### src/hdl/aff_pkg.sv
// Notes on behaviour
// - Eight-bit fault byte, parameter fault in bit 0
// - Out-of-range process data sets parameter fault
// - Parameter fault blocks starting or continuing motion
// - Current above limit 8 ms sets overload
// - Overload needs enable cleared before new motion
// - Voltage fault: 10 s grace, new motion refused
// - Temperature fault: 10 s grace, new motion refused
// - Uncommanded tube movement sets backdrive flag
// - Bit 5 reports bus message timeout
// - Sleep after 5 s silence, safe-state wakes
package aff_pkg;

  // ----------------------------------------------------------------
  // Fault byte layout
  // ----------------------------------------------------------------
  localparam int          FAULT_W       = 8;
  localparam int          BIT_PARAM     = 0;
  localparam int          BIT_OVERLOAD  = 1;
  localparam int          BIT_VOLTAGE   = 2;
  localparam int          BIT_TEMP      = 3;
  localparam int          BIT_BACKDRIVE = 4;
  localparam int          BIT_TIMEOUT   = 5;
  localparam logic [7:0]  FAULT_RESET   = 8'h00;

  // ----------------------------------------------------------------
  // Process data widths and default model ranges
  // ----------------------------------------------------------------
  localparam int          CUR_W         = 16;
  localparam int          POS_W         = 16;
  localparam int          SPD_W         = 8;
  localparam logic [15:0] CUR_MAX_DEF   = 16'hFFFF;
  localparam logic [15:0] POS_MAX_DEF   = 16'hFFFF;
  localparam logic [7:0]  SPD_MAX_DEF   = 8'hFF;

  // ----------------------------------------------------------------
  // Timing
  // ----------------------------------------------------------------
  localparam int unsigned CLK_HZ        = 50_000_000;
  localparam int unsigned OVL_TIME_MS   = 8;
  localparam int unsigned GRACE_TIME_S  = 10;
  localparam int unsigned SLEEP_TIME_S  = 5;
  localparam int unsigned OVL_CYC       = CLK_HZ / 1000 * OVL_TIME_MS;
  localparam int unsigned GRACE_CYC     = CLK_HZ * GRACE_TIME_S;
  localparam int unsigned SLEEP_CYC     = CLK_HZ * SLEEP_TIME_S;
  localparam int          TMR_W         = 32;

  // ----------------------------------------------------------------
  // Motion state
  // ----------------------------------------------------------------
  typedef enum logic [2:0] {
    AFF_IDLE  = 3'h1,
    AFF_RUN   = 3'h2,
    AFF_SLEEP = 3'h4
  } aff_state_t;

endpackage : aff_pkg

### src/hdl/aff_tmr_if.sv
// Run request and expiry of one qualifying timer
interface aff_tmr_if;
  logic run;
  logic done;
  modport ctl (output run, input done);
  modport tmr (input run, output done);
endinterface : aff_tmr_if

### src/hdl/aff_timer.sv
// ------------------------------------------------------------------
// Qualifying timer: done after LIMIT consecutive cycles of run
// ------------------------------------------------------------------
module aff_timer #(
  parameter int unsigned LIMIT = 16,
  parameter int          WIDTH = aff_pkg::TMR_W
) (
  input  wire logic ref_clk,
  input  wire logic rst,
  input  wire logic clk_en,
  aff_tmr_if.tmr    tif
);
  import aff_pkg::*;

  localparam logic [WIDTH-1:0] LIM = WIDTH'(LIMIT);

  logic [WIDTH-1:0] cnt_r;
  logic [WIDTH-1:0] cnt_nxt;

  // Any gap in run restarts the window; saturate so done holds
  always_comb begin
    if (!tif.run) begin
      cnt_nxt = '0;
    end else if (cnt_r != LIM) begin
      cnt_nxt = cnt_r + 1'b1;
    end else begin
      cnt_nxt = cnt_r;
    end
  end

  always_ff @(posedge ref_clk or posedge rst) begin
    if (rst) begin
      cnt_r <= '0;
    end else if (clk_en) begin
      cnt_r <= cnt_nxt;
    end
  end

  assign tif.done = (cnt_r == LIM);

endmodule : aff_timer

### src/hdl/aff_monitor.sv
// ------------------------------------------------------------------
// Actuator fault flag monitor
// ------------------------------------------------------------------
module aff_monitor #(
  parameter int unsigned         OVL_CYCLES   = aff_pkg::OVL_CYC,
  parameter int unsigned         GRACE_CYCLES = aff_pkg::GRACE_CYC,
  parameter int unsigned         SLEEP_CYCLES = aff_pkg::SLEEP_CYC,
  parameter logic [15:0]         CUR_MAX      = aff_pkg::CUR_MAX_DEF,
  parameter logic [15:0]         POS_MAX      = aff_pkg::POS_MAX_DEF,
  parameter logic [7:0]          SPD_MAX      = aff_pkg::SPD_MAX_DEF
) (
  input  wire logic                         ref_clk,
  input  wire logic                         rst,
  input  wire logic                         clk_en,
  input  wire logic                         bus_activity,
  input  wire logic                         safe_state_msg,
  input  wire logic                         msg_timeout_evt,
  input  wire logic                         rpdo_valid,
  input  wire logic                         rpdo_motion_enable,
  input  wire logic [aff_pkg::CUR_W-1:0]    rpdo_current_limit,
  input  wire logic [aff_pkg::POS_W-1:0]    rpdo_position,
  input  wire logic [aff_pkg::SPD_W-1:0]    rpdo_speed,
  input  wire logic [aff_pkg::CUR_W-1:0]    motor_current,
  input  wire logic                         supply_ok,
  input  wire logic                         temp_ok,
  input  wire logic                         tube_moving,
  output logic                              motion_permit,
  output logic                              asleep,
  output logic [aff_pkg::FAULT_W-1:0]       fault_status_byte
);
  import aff_pkg::*;

  // ----------------------------------------------------------------
  // State
  // ----------------------------------------------------------------
  aff_state_t             state_r,     state_nxt;
  logic                   enable_r,    enable_nxt;
  logic [CUR_W-1:0]       cur_lim_r,   cur_lim_nxt;
  logic                   param_r,     param_nxt;
  logic                   ovl_r,       ovl_nxt;
  logic                   bd_r,        bd_nxt;
  logic                   tmo_r,       tmo_nxt;
  logic [FAULT_W-1:0]     fault_r,     fault_nxt;

  logic                   rx_take;
  logic                   rx_bad;
  logic                   env_bad;

  aff_tmr_if ovl_tif ();
  aff_tmr_if grace_tif ();
  aff_tmr_if sleep_tif ();

  // ----------------------------------------------------------------
  // Timers
  // ----------------------------------------------------------------
  aff_timer #(.LIMIT(OVL_CYCLES)) u_ovl_tmr (
    .ref_clk (ref_clk),
    .rst     (rst),
    .clk_en  (clk_en),
    .tif     (ovl_tif.tmr)
  );

  aff_timer #(.LIMIT(GRACE_CYCLES)) u_grace_tmr (
    .ref_clk (ref_clk),
    .rst     (rst),
    .clk_en  (clk_en),
    .tif     (grace_tif.tmr)
  );

  aff_timer #(.LIMIT(SLEEP_CYCLES)) u_sleep_tmr (
    .ref_clk (ref_clk),
    .rst     (rst),
    .clk_en  (clk_en),
    .tif     (sleep_tif.tmr)
  );

  // Qualifying conditions for each timer
  assign env_bad       = !supply_ok || !temp_ok;
  assign ovl_tif.run   = (state_r == AFF_RUN)
                         && (motor_current > cur_lim_r);
  // One grace window serves both supply and temperature faults
  assign grace_tif.run = (state_r == AFF_RUN) && env_bad;
  // Any bus frame restarts the silence count
  assign sleep_tif.run = (state_r != AFF_SLEEP) && !bus_activity;

  // Process data is ignored while asleep
  assign rx_take = rpdo_valid && (state_r != AFF_SLEEP);
  assign rx_bad  = (rpdo_current_limit > CUR_MAX)
                   || (rpdo_position > POS_MAX)
                   || (rpdo_speed > SPD_MAX);

  // ----------------------------------------------------------------
  // Command latch and fault flags
  // ----------------------------------------------------------------
  always_comb begin
    enable_nxt  = enable_r;
    cur_lim_nxt = cur_lim_r;
    param_nxt   = param_r;
    ovl_nxt     = ovl_r;
    bd_nxt      = bd_r;
    tmo_nxt     = tmo_r;
    if (rx_take) begin
      enable_nxt = rpdo_motion_enable;
      param_nxt  = rx_bad;
      if (!rx_bad) begin
        cur_lim_nxt = rpdo_current_limit;
      end
      // Overload is released only by a cleared enable
      if (!rpdo_motion_enable) begin
        ovl_nxt = 1'b0;
      end
      // A fresh frame acknowledges earlier backdrive and timeout
      bd_nxt  = 1'b0;
      tmo_nxt = 1'b0;
    end
    if (state_r == AFF_SLEEP && safe_state_msg) begin
      enable_nxt = 1'b0;
    end
    // Set wins over a clear in the same cycle
    if (ovl_tif.done) begin
      ovl_nxt = 1'b1;
    end
    if (tube_moving && state_r != AFF_RUN) begin
      bd_nxt = 1'b1;
    end
    if (msg_timeout_evt) begin
      tmo_nxt = 1'b1;
    end
  end

  // ----------------------------------------------------------------
  // Motion state machine
  // ----------------------------------------------------------------
  always_comb begin
    case (state_r)
      AFF_IDLE: begin
        // New motion needs every blocking fault cleared
        if (sleep_tif.done) begin
          state_nxt = AFF_SLEEP;
        end else if (enable_r && !param_r && !ovl_r
                     && !env_bad) begin
          state_nxt = AFF_RUN;
        end else begin
          state_nxt = AFF_IDLE;
        end
      end
      AFF_RUN: begin
        if (sleep_tif.done) begin
          state_nxt = AFF_SLEEP;
        end else if (!enable_r || param_r || ovl_r) begin
          state_nxt = AFF_IDLE;
        end else if (grace_tif.done) begin
          state_nxt = AFF_IDLE;
        end else begin
          state_nxt = AFF_RUN;
        end
      end
      AFF_SLEEP: begin
        if (safe_state_msg) begin
          state_nxt = AFF_IDLE;
        end else begin
          state_nxt = AFF_SLEEP;
        end
      end
      default: begin
        state_nxt = AFF_IDLE;
      end
    endcase
  end

  // ----------------------------------------------------------------
  // Fault byte assembly
  // ----------------------------------------------------------------
  always_comb begin
    fault_nxt                = FAULT_RESET;
    fault_nxt[BIT_PARAM]     = param_r;
    fault_nxt[BIT_OVERLOAD]  = ovl_r;
    fault_nxt[BIT_VOLTAGE]   = !supply_ok;
    fault_nxt[BIT_TEMP]      = !temp_ok;
    fault_nxt[BIT_BACKDRIVE] = bd_r;
    fault_nxt[BIT_TIMEOUT]   = tmo_r;
  end

  // ----------------------------------------------------------------
  // Registers
  // ----------------------------------------------------------------
  always_ff @(posedge ref_clk or posedge rst) begin
    if (rst) begin
      state_r   <= AFF_IDLE;
      enable_r  <= 1'b0;
      cur_lim_r <= '0;
      param_r   <= 1'b0;
      ovl_r     <= 1'b0;
      bd_r      <= 1'b0;
      tmo_r     <= 1'b0;
      fault_r   <= FAULT_RESET;
    end else if (clk_en) begin
      state_r   <= state_nxt;
      enable_r  <= enable_nxt;
      cur_lim_r <= cur_lim_nxt;
      param_r   <= param_nxt;
      ovl_r     <= ovl_nxt;
      bd_r      <= bd_nxt;
      tmo_r     <= tmo_nxt;
      fault_r   <= fault_nxt;
    end
  end

  // Outputs straight from state flops
  assign motion_permit     = (state_r == AFF_RUN);
  assign asleep            = (state_r == AFF_SLEEP);
  assign fault_status_byte = fault_r;

endmodule : aff_monitor

### config.mk
export PLATFORM = sky130hd
export DESIGN_NAME = aff_monitor
export DESIGN_NICKNAME = d
export VERILOG_FILES = /design/src/hdl/aff_pkg.sv /design/src/hdl/aff_tmr_if.sv /design/src/hdl/aff_timer.sv /design/src/hdl/aff_monitor.sv
export SDC_FILE = /design/constraint.sdc
export NUM_CORES = 1
export LEC_CHECK = 0
export BUFFER_PORTS_ARGS = -buffer_cell sky130_fd_sc_hd__buf_2
export CORE_UTILIZATION = 59
export DETAILED_ROUTE_END_ITERATION = 12
export GPL_ROUTABILITY_DRIVEN = 1
export PLACE_DENSITY = 0.87
export SYNTH_ARGS = -nofsm -noshare
export SYNTH_HDL_FRONTEND = slang
export SYNTH_SLANG_ARGS = --single-unit
### constraint.sdc
create_clock -name ref_clk -period 4.01 [get_ports ref_clk]
set_input_delay 0.2005 -clock ref_clk [delete_from_list [all_inputs] [get_ports ref_clk]]
set_output_delay 0.2005 -clock ref_clk [all_outputs]
set_load 0.005 [all_outputs]
# [Word level (Yosys, flattened, before mapping)]
# Index checks and enable logic that the tools add are counted.
[totals] wordCells=89 ff_bits=126
[op_classes] reduce_logical=34 bitwise_logic=1 add_sub_neg=3 order_cmp=4 n_eq_ne=15 muxes=21
[ops] op="32-bit two-way mux" count=6
[ops] op="32-bit by 1-bit adder with 32-bit output, second input constant" count=3
[ops] op="32-bit by 19-bit == test with 1-bit output, second input constant" count=1
[ops] op="32-bit by 28-bit == test with 1-bit output, second input constant" count=1
[ops] op="32-bit by 29-bit == test with 1-bit output, second input constant" count=1
[ops] op="16-bit > comparator, second input constant" count=2
[ops] op="32-bit by 19-bit != test with 1-bit output, second input constant" count=1
[ops] op="32-bit by 28-bit != test with 1-bit output, second input constant" count=1
[ops] op="32-bit by 29-bit != test with 1-bit output, second input constant" count=1
[ops] op="16-bit > comparator" count=1
[ops] op="2-bit AND reduction" count=7
[ops] op="1-bit logical AND" count=9
[ops] op="3-bit two-way mux" count=3
[ops] op="3-bit case mux with 3 select lines" count=1
[ops] op="8-bit > comparator, second input constant" count=1
[ops] op="1-bit two-way mux" count=8
[ops] op="2-bit nonzero test" count=4
[ops] op="1-bit zero test" count=7
[ops] op="2-bit two-way mux" count=3
[ops] op="2-bit != test, second input constant" count=3
[ops] op="3-bit AND reduction" count=2
[ops] op="1-bit logical OR" count=5
[ops] op="3-bit by 1-bit == test with 1-bit output, second input constant" count=1
[ops] op="3-bit by 2-bit == test with 1-bit output, second input constant" count=1
[ops] op="other kinds (5)" count=5

# [Longest topological paths before layout]
[depth] word_depth=7 depth_mapped=9 ltp_nobuf=8

# [Hierarchy]
# From an unflattened synthesis, not the netlist that was laid out.
[hier_totals] hier_cells=881 area_unflattened_um2=7707.4
[modules_own_cells] mod="aff_timer (u_grace_tmr)" instances=1 seq_area_each_um2=800.8 cells_each=244 area_per_inst_um2=2087.0
[modules_own_cells] mod="aff_timer (u_sleep_tmr)" instances=1 seq_area_each_um2=800.8 cells_each=230 area_per_inst_um2=1974.4
[modules_own_cells] mod="aff_timer (u_ovl_tmr)" instances=1 seq_area_each_um2=800.8 cells_each=233 area_per_inst_um2=1961.9
[modules_own_cells] mod="aff_monitor" instances=1 seq_area_each_um2=701.9 cells_each=174 area_per_inst_um2=1684.1

# [Worst setup path before layout]
# Ideal clock, no wire load.
[synth_timing] path_kind="flip-flop to flip-flop" startpoint="reg cur_lim_r[1]" endpoint="reg u_ovl_tmr.cnt_r[3]" period_less_slack_ps=1989 required_ps=3889 path_slack_ps=2021 setup_time_ps=121 t_arrival_ps=1868 path_stages_with_launch=10 path_buffers=1 path_cell_list="dfrtp_1 -> inv_1 -> ha_1 -> nor2b_1 -> o211ai_1 -> a2111oi_2 -> o31ai_4 -> buf_2 -> o21ai_0 -> a22o_1"
[synth_via] elab_chain_cells=4 word_cells_on_any_way=5 cone_classes="1 x order compare; 1 x eq/ne; 1 x mux; 2 x reduce/logical"
[synth_lines] element="start, declared" line_no="aff_monitor.sv:38" rtl="logic [CUR_W-1:0] cur_lim_r, cur_lim_nxt;"
[synth_lines] element="start signal, assigned" line_no="aff_monitor.sv:200" rtl="cur_lim_r <= cur_lim_nxt;"
[synth_lines] element="16-bit > comparator (*)" line_no="aff_monitor.sv:80" rtl="&& (motor_current > cur_lim_r);"
[synth_lines] element="1-bit logical AND (*)" line_no="aff_monitor.sv:80"
[synth_lines] element="2-bit != test (no line)"
[synth_lines] element="2-bit AND reduction (no line)"
[synth_lines] element="end signal, assigned" line_no="aff_timer.sv:35" rtl="cnt_r <= cnt_nxt;"
[synth_lines] element="end, declared" line_no="aff_timer.sv:17" rtl="logic [WIDTH-1:0] cnt_r;"
# Every way passes the cells marked *; elsewhere a longest branch is shown, timed or not.
# A chain may end at the register's enable or synchronous reset.

# [Worst setup path after layout]
[layout_timing] startpoint="reg cur_lim_r[15]" endpoint="reg u_ovl_tmr.cnt_r[24]"
# Same word-level chain as after synthesis.

==> impl_metrics.toml <==
[outcome]
status = "finished, final reports clean"

[worst_setup_path]
path_buf_inv = 2
cp.required_ps = 4310
arrival_ps = 2960
critPathTopFamily = "compound AO/OA/AOI/OAI gates"
crit_type = "flop to flop"
cpPeakStageDelay_ps = 620
endpoint_kind = "flop"
cp_cell_sequence = "inv_1, ha_1, nand4_1, nor2_1, o2bb2ai_1, o31ai_4, buf_4, o21ai_0, a22o_1"
r2r_slack_ps = 1350
worstSetupStartpointType = "flop"
critPathMaxFanout = 18
slowest_stage = "o31ai_4"

[power]
switching_share = 0.233
irDropWorstVdd_mv = 0.457
internal-power_w = 0.00245
powerDensity_mw_per_mm2 = 402
power_frac_seq = 0.418
combPwrFrac = 0.090
cellLeakagePower_nw = 3.73
power.switching_w = 0.000744
clkPwrFrac = 0.492

[clock_network]
cts-htree-levels = 4
clockRootBuffer = "clkbuf_16"
numCtsBuffers = 17
clk_latency_ps = 420
cts_setup_buffers = 0
cts_resized = 0
clock_tree.buffer_depth = 2
cts.clk_slew.worst_paths_ps = 50
clock-sinks = 124
cts_tree = "built"

[timing]
finClkSkew_ps = 7.43
finalCritPeriodShare = 0.664
slew_viol_final = 0
fin_setup_tns_ps = 0
max_freq_ghz = 0.375
tightest_slew_ps = 921
setup_viol = 0
period_minus_slack_ps = 2660
grt_setup_unrepaired = "no"
max-slew-margin-rel = 0.386
finalHoldViolations = 0

[final_layout]
n_fill_cell = 768
drive_gt1_frac = 0.131
area_delta_synth_final_pct = 15.8
layout.nets = 886
stdcell_area_mm2 = 0.00794
utilization = 0.717

[yosys]
netlist_instances = 735
synth_edf_count = 0
syn_avg_cell_area_um2 = 9.33
netlist_area_mm2 = 0.00686
async_flop_share = 1.00
ys_ff_latch = 124
synth_cell_types = 58
yosysWarnings = 0
yosysSeqAreaShare = 0.453
synthFlopType = "dfrtp_1"

[floorplan]
pin_count = 77
start_util = 0.619
dieArea_mm2 = 0.0121
chipHeight_um = 110
chipWidth_um = 110
row_count = 38
core_area_mm2 = 0.0111

[flow_run]
maxCapViolations = 0

[placed_design]
dp_hpwl_um = 10500
placedInstanceArea_mm2 = 0.00721
io_buffers = 49
routabilityCongestion = 0.836

[grt]
grt_pass1_wl_um = 27000
overflow = 0
track_usage = 0.294
grt_max_degree = 86
antenna_found_initial = 1
grt_pass1_vias = 5975

[route]
wl_um = 16100
post-route-drc-count = 0
vias = 5767
drtAntennaViolNets = 0
wl_per_cell_um = 16.9
drt_iter0_markers = 404
viasPerCell = 6.06
dr.pass1.iters = 5

[min_path]
hp-class = "input pin to flop"
==> per-layer routing <==
| layer | GRT usage | vias up | wire length, µm |
|---|---|---|---|
| met2 | 0.495 | 195 | 8090 |
| li1 | - | 2720 | - |
| met4 | 0.124 | 0 | 306 |
| met5 | 0 | - | 0 |
| met3 | 0.0747 | 40 | 859 |
| met1 | 0.359 | 2812 | 6810 |
==> Yosys cell counts, types with 10 or more instances <==
cell	instances	area (µm²)
xnor2_1	11	96.3
nand4_1	28	175
nand3_1	41	205
and2_1	10	62.6
ha_1	22	275
clkbuf_1	17	63.8
and3_1	27	169
a21o_1	11	82.6
nand2_1	65	244
o2bb2ai_1	12	105
o21ai_0	43	215
inv_1	29	109
a22o_1	11	96.3
xor2_1	44	385
a21oi_1	17	85.1
nor2_1	98	368
nor3_1	18	90.1
dfrtp_1	123	3080
==> flip-flops by register name, indices dropped and copies added (netlist names) <==
register / flops
bd_r: 1
cur_lim_r: 16
enable_r: 1
fault_status_byte: 5
ovl_r: 1
state_r: 3
tmo_r: 1
u_grace_tmr.cnt_r: 32
u_ovl_tmr.cnt_r: 32
u_sleep_tmr.cnt_r: 32
==> metrics by stage <==
stage | std cells | hold slack (ps) | worst slack [ps] | power (W)
finish | 951 | 15.3 | 1350 | 0.00319
global route | 951 | 14.6 | 1220 | 0.00330
CTS | 950 | 0.749 | 1340 | 0.00320
detailed placement | 906 | 273 | 1350 | 0.00162
global placement | 906 | 267 | 1510 | 0.00160
floorplan | 737 | 289 | 512 | 0.00153
==> kinds of logic (layout without fill, tap and decap cells) <==
logic type      Yosys count  after routing  share of synthesized area
compound gates          117            117                      0.114
xor+xnor                 55             55                     0.0703
fa+ha+maj                22             22                     0.0402
buf+inv                  56            129                     0.0361
flops                   124            124                      0.453
mux                      10             10                     0.0153
other cells               1              4                   0.000547
simple gates            350            350                      0.270
==> tightest hold or removal path, stage by stage <==
cell and delay [ps]:
buf_2 80, nand2_1 40, o21ai_0 70
==> final timing paths <==
kind / start / to / depth (start not counted)
setup / recovery: cur_lim_r[15] / u_ovl_tmr.cnt_r[24] / 9
hold / removal: rpdo_current_limit[7] / cur_lim_r[7] / 3
setup reg to reg: cur_lim_r[15] / u_ovl_tmr.cnt_r[24] / 9
hold reg to reg: cur_lim_r[0] / cur_lim_r[0] / 2
max in group asynchronous: rst / u_ovl_tmr.cnt_r[28] / 4
min in group asynchronous: rst / u_grace_tmr.cnt_r[4] / 3
==> final cells by class <==
class                      instances  area, µm²  share of cell area
timing repair buffer              67        423              0.0533
antenna                            1       2.50            0.000315
sequential                       124       3100               0.391
clock inverter                     7        110              0.0139
inverter                          30        115              0.0145
multi-input combinational        557       3510               0.443
tap                              140        175              0.0221
clock buffer                      25        495              0.0624
==> repair_timing <==
item	4_1_cts	5_1_grt
setup endpoints to repair	0	0
hold endpoints to repair	50	0
hold buffers	12	0
==> power by group through the flow <==
stage	combinational [W]	clock [W]	sequential (W)
2_1_floorplan	0.000198	0	0.00133
3_3_place_gp	0.000251	0	0.00135
3_5_place_dp	0.000268	0	0.00135
4_1_cts	0.000283	0.00159	0.00133
5_1_grt	0.000322	0.00164	0.00134
6_report	0.000287	0.00157	0.00133
==> cells in the final DEF (no fill, tap or decap), types with 12 or more instances in the layout <==
cell,n
nand3_1,41
and3_1,27
o2bb2ai_1,12
nand4_1,28
ha_1,22
a21oi_1,16
xor2_1,44
dfrtp_1,123
clkbuf_16,17
buf_2,49
nor3_1,18
nand2_1,65
o21ai_0,43
nor2_1,98
dlygate4sd3_1,12
inv_1,28
(Power assumes the default switching activity.)
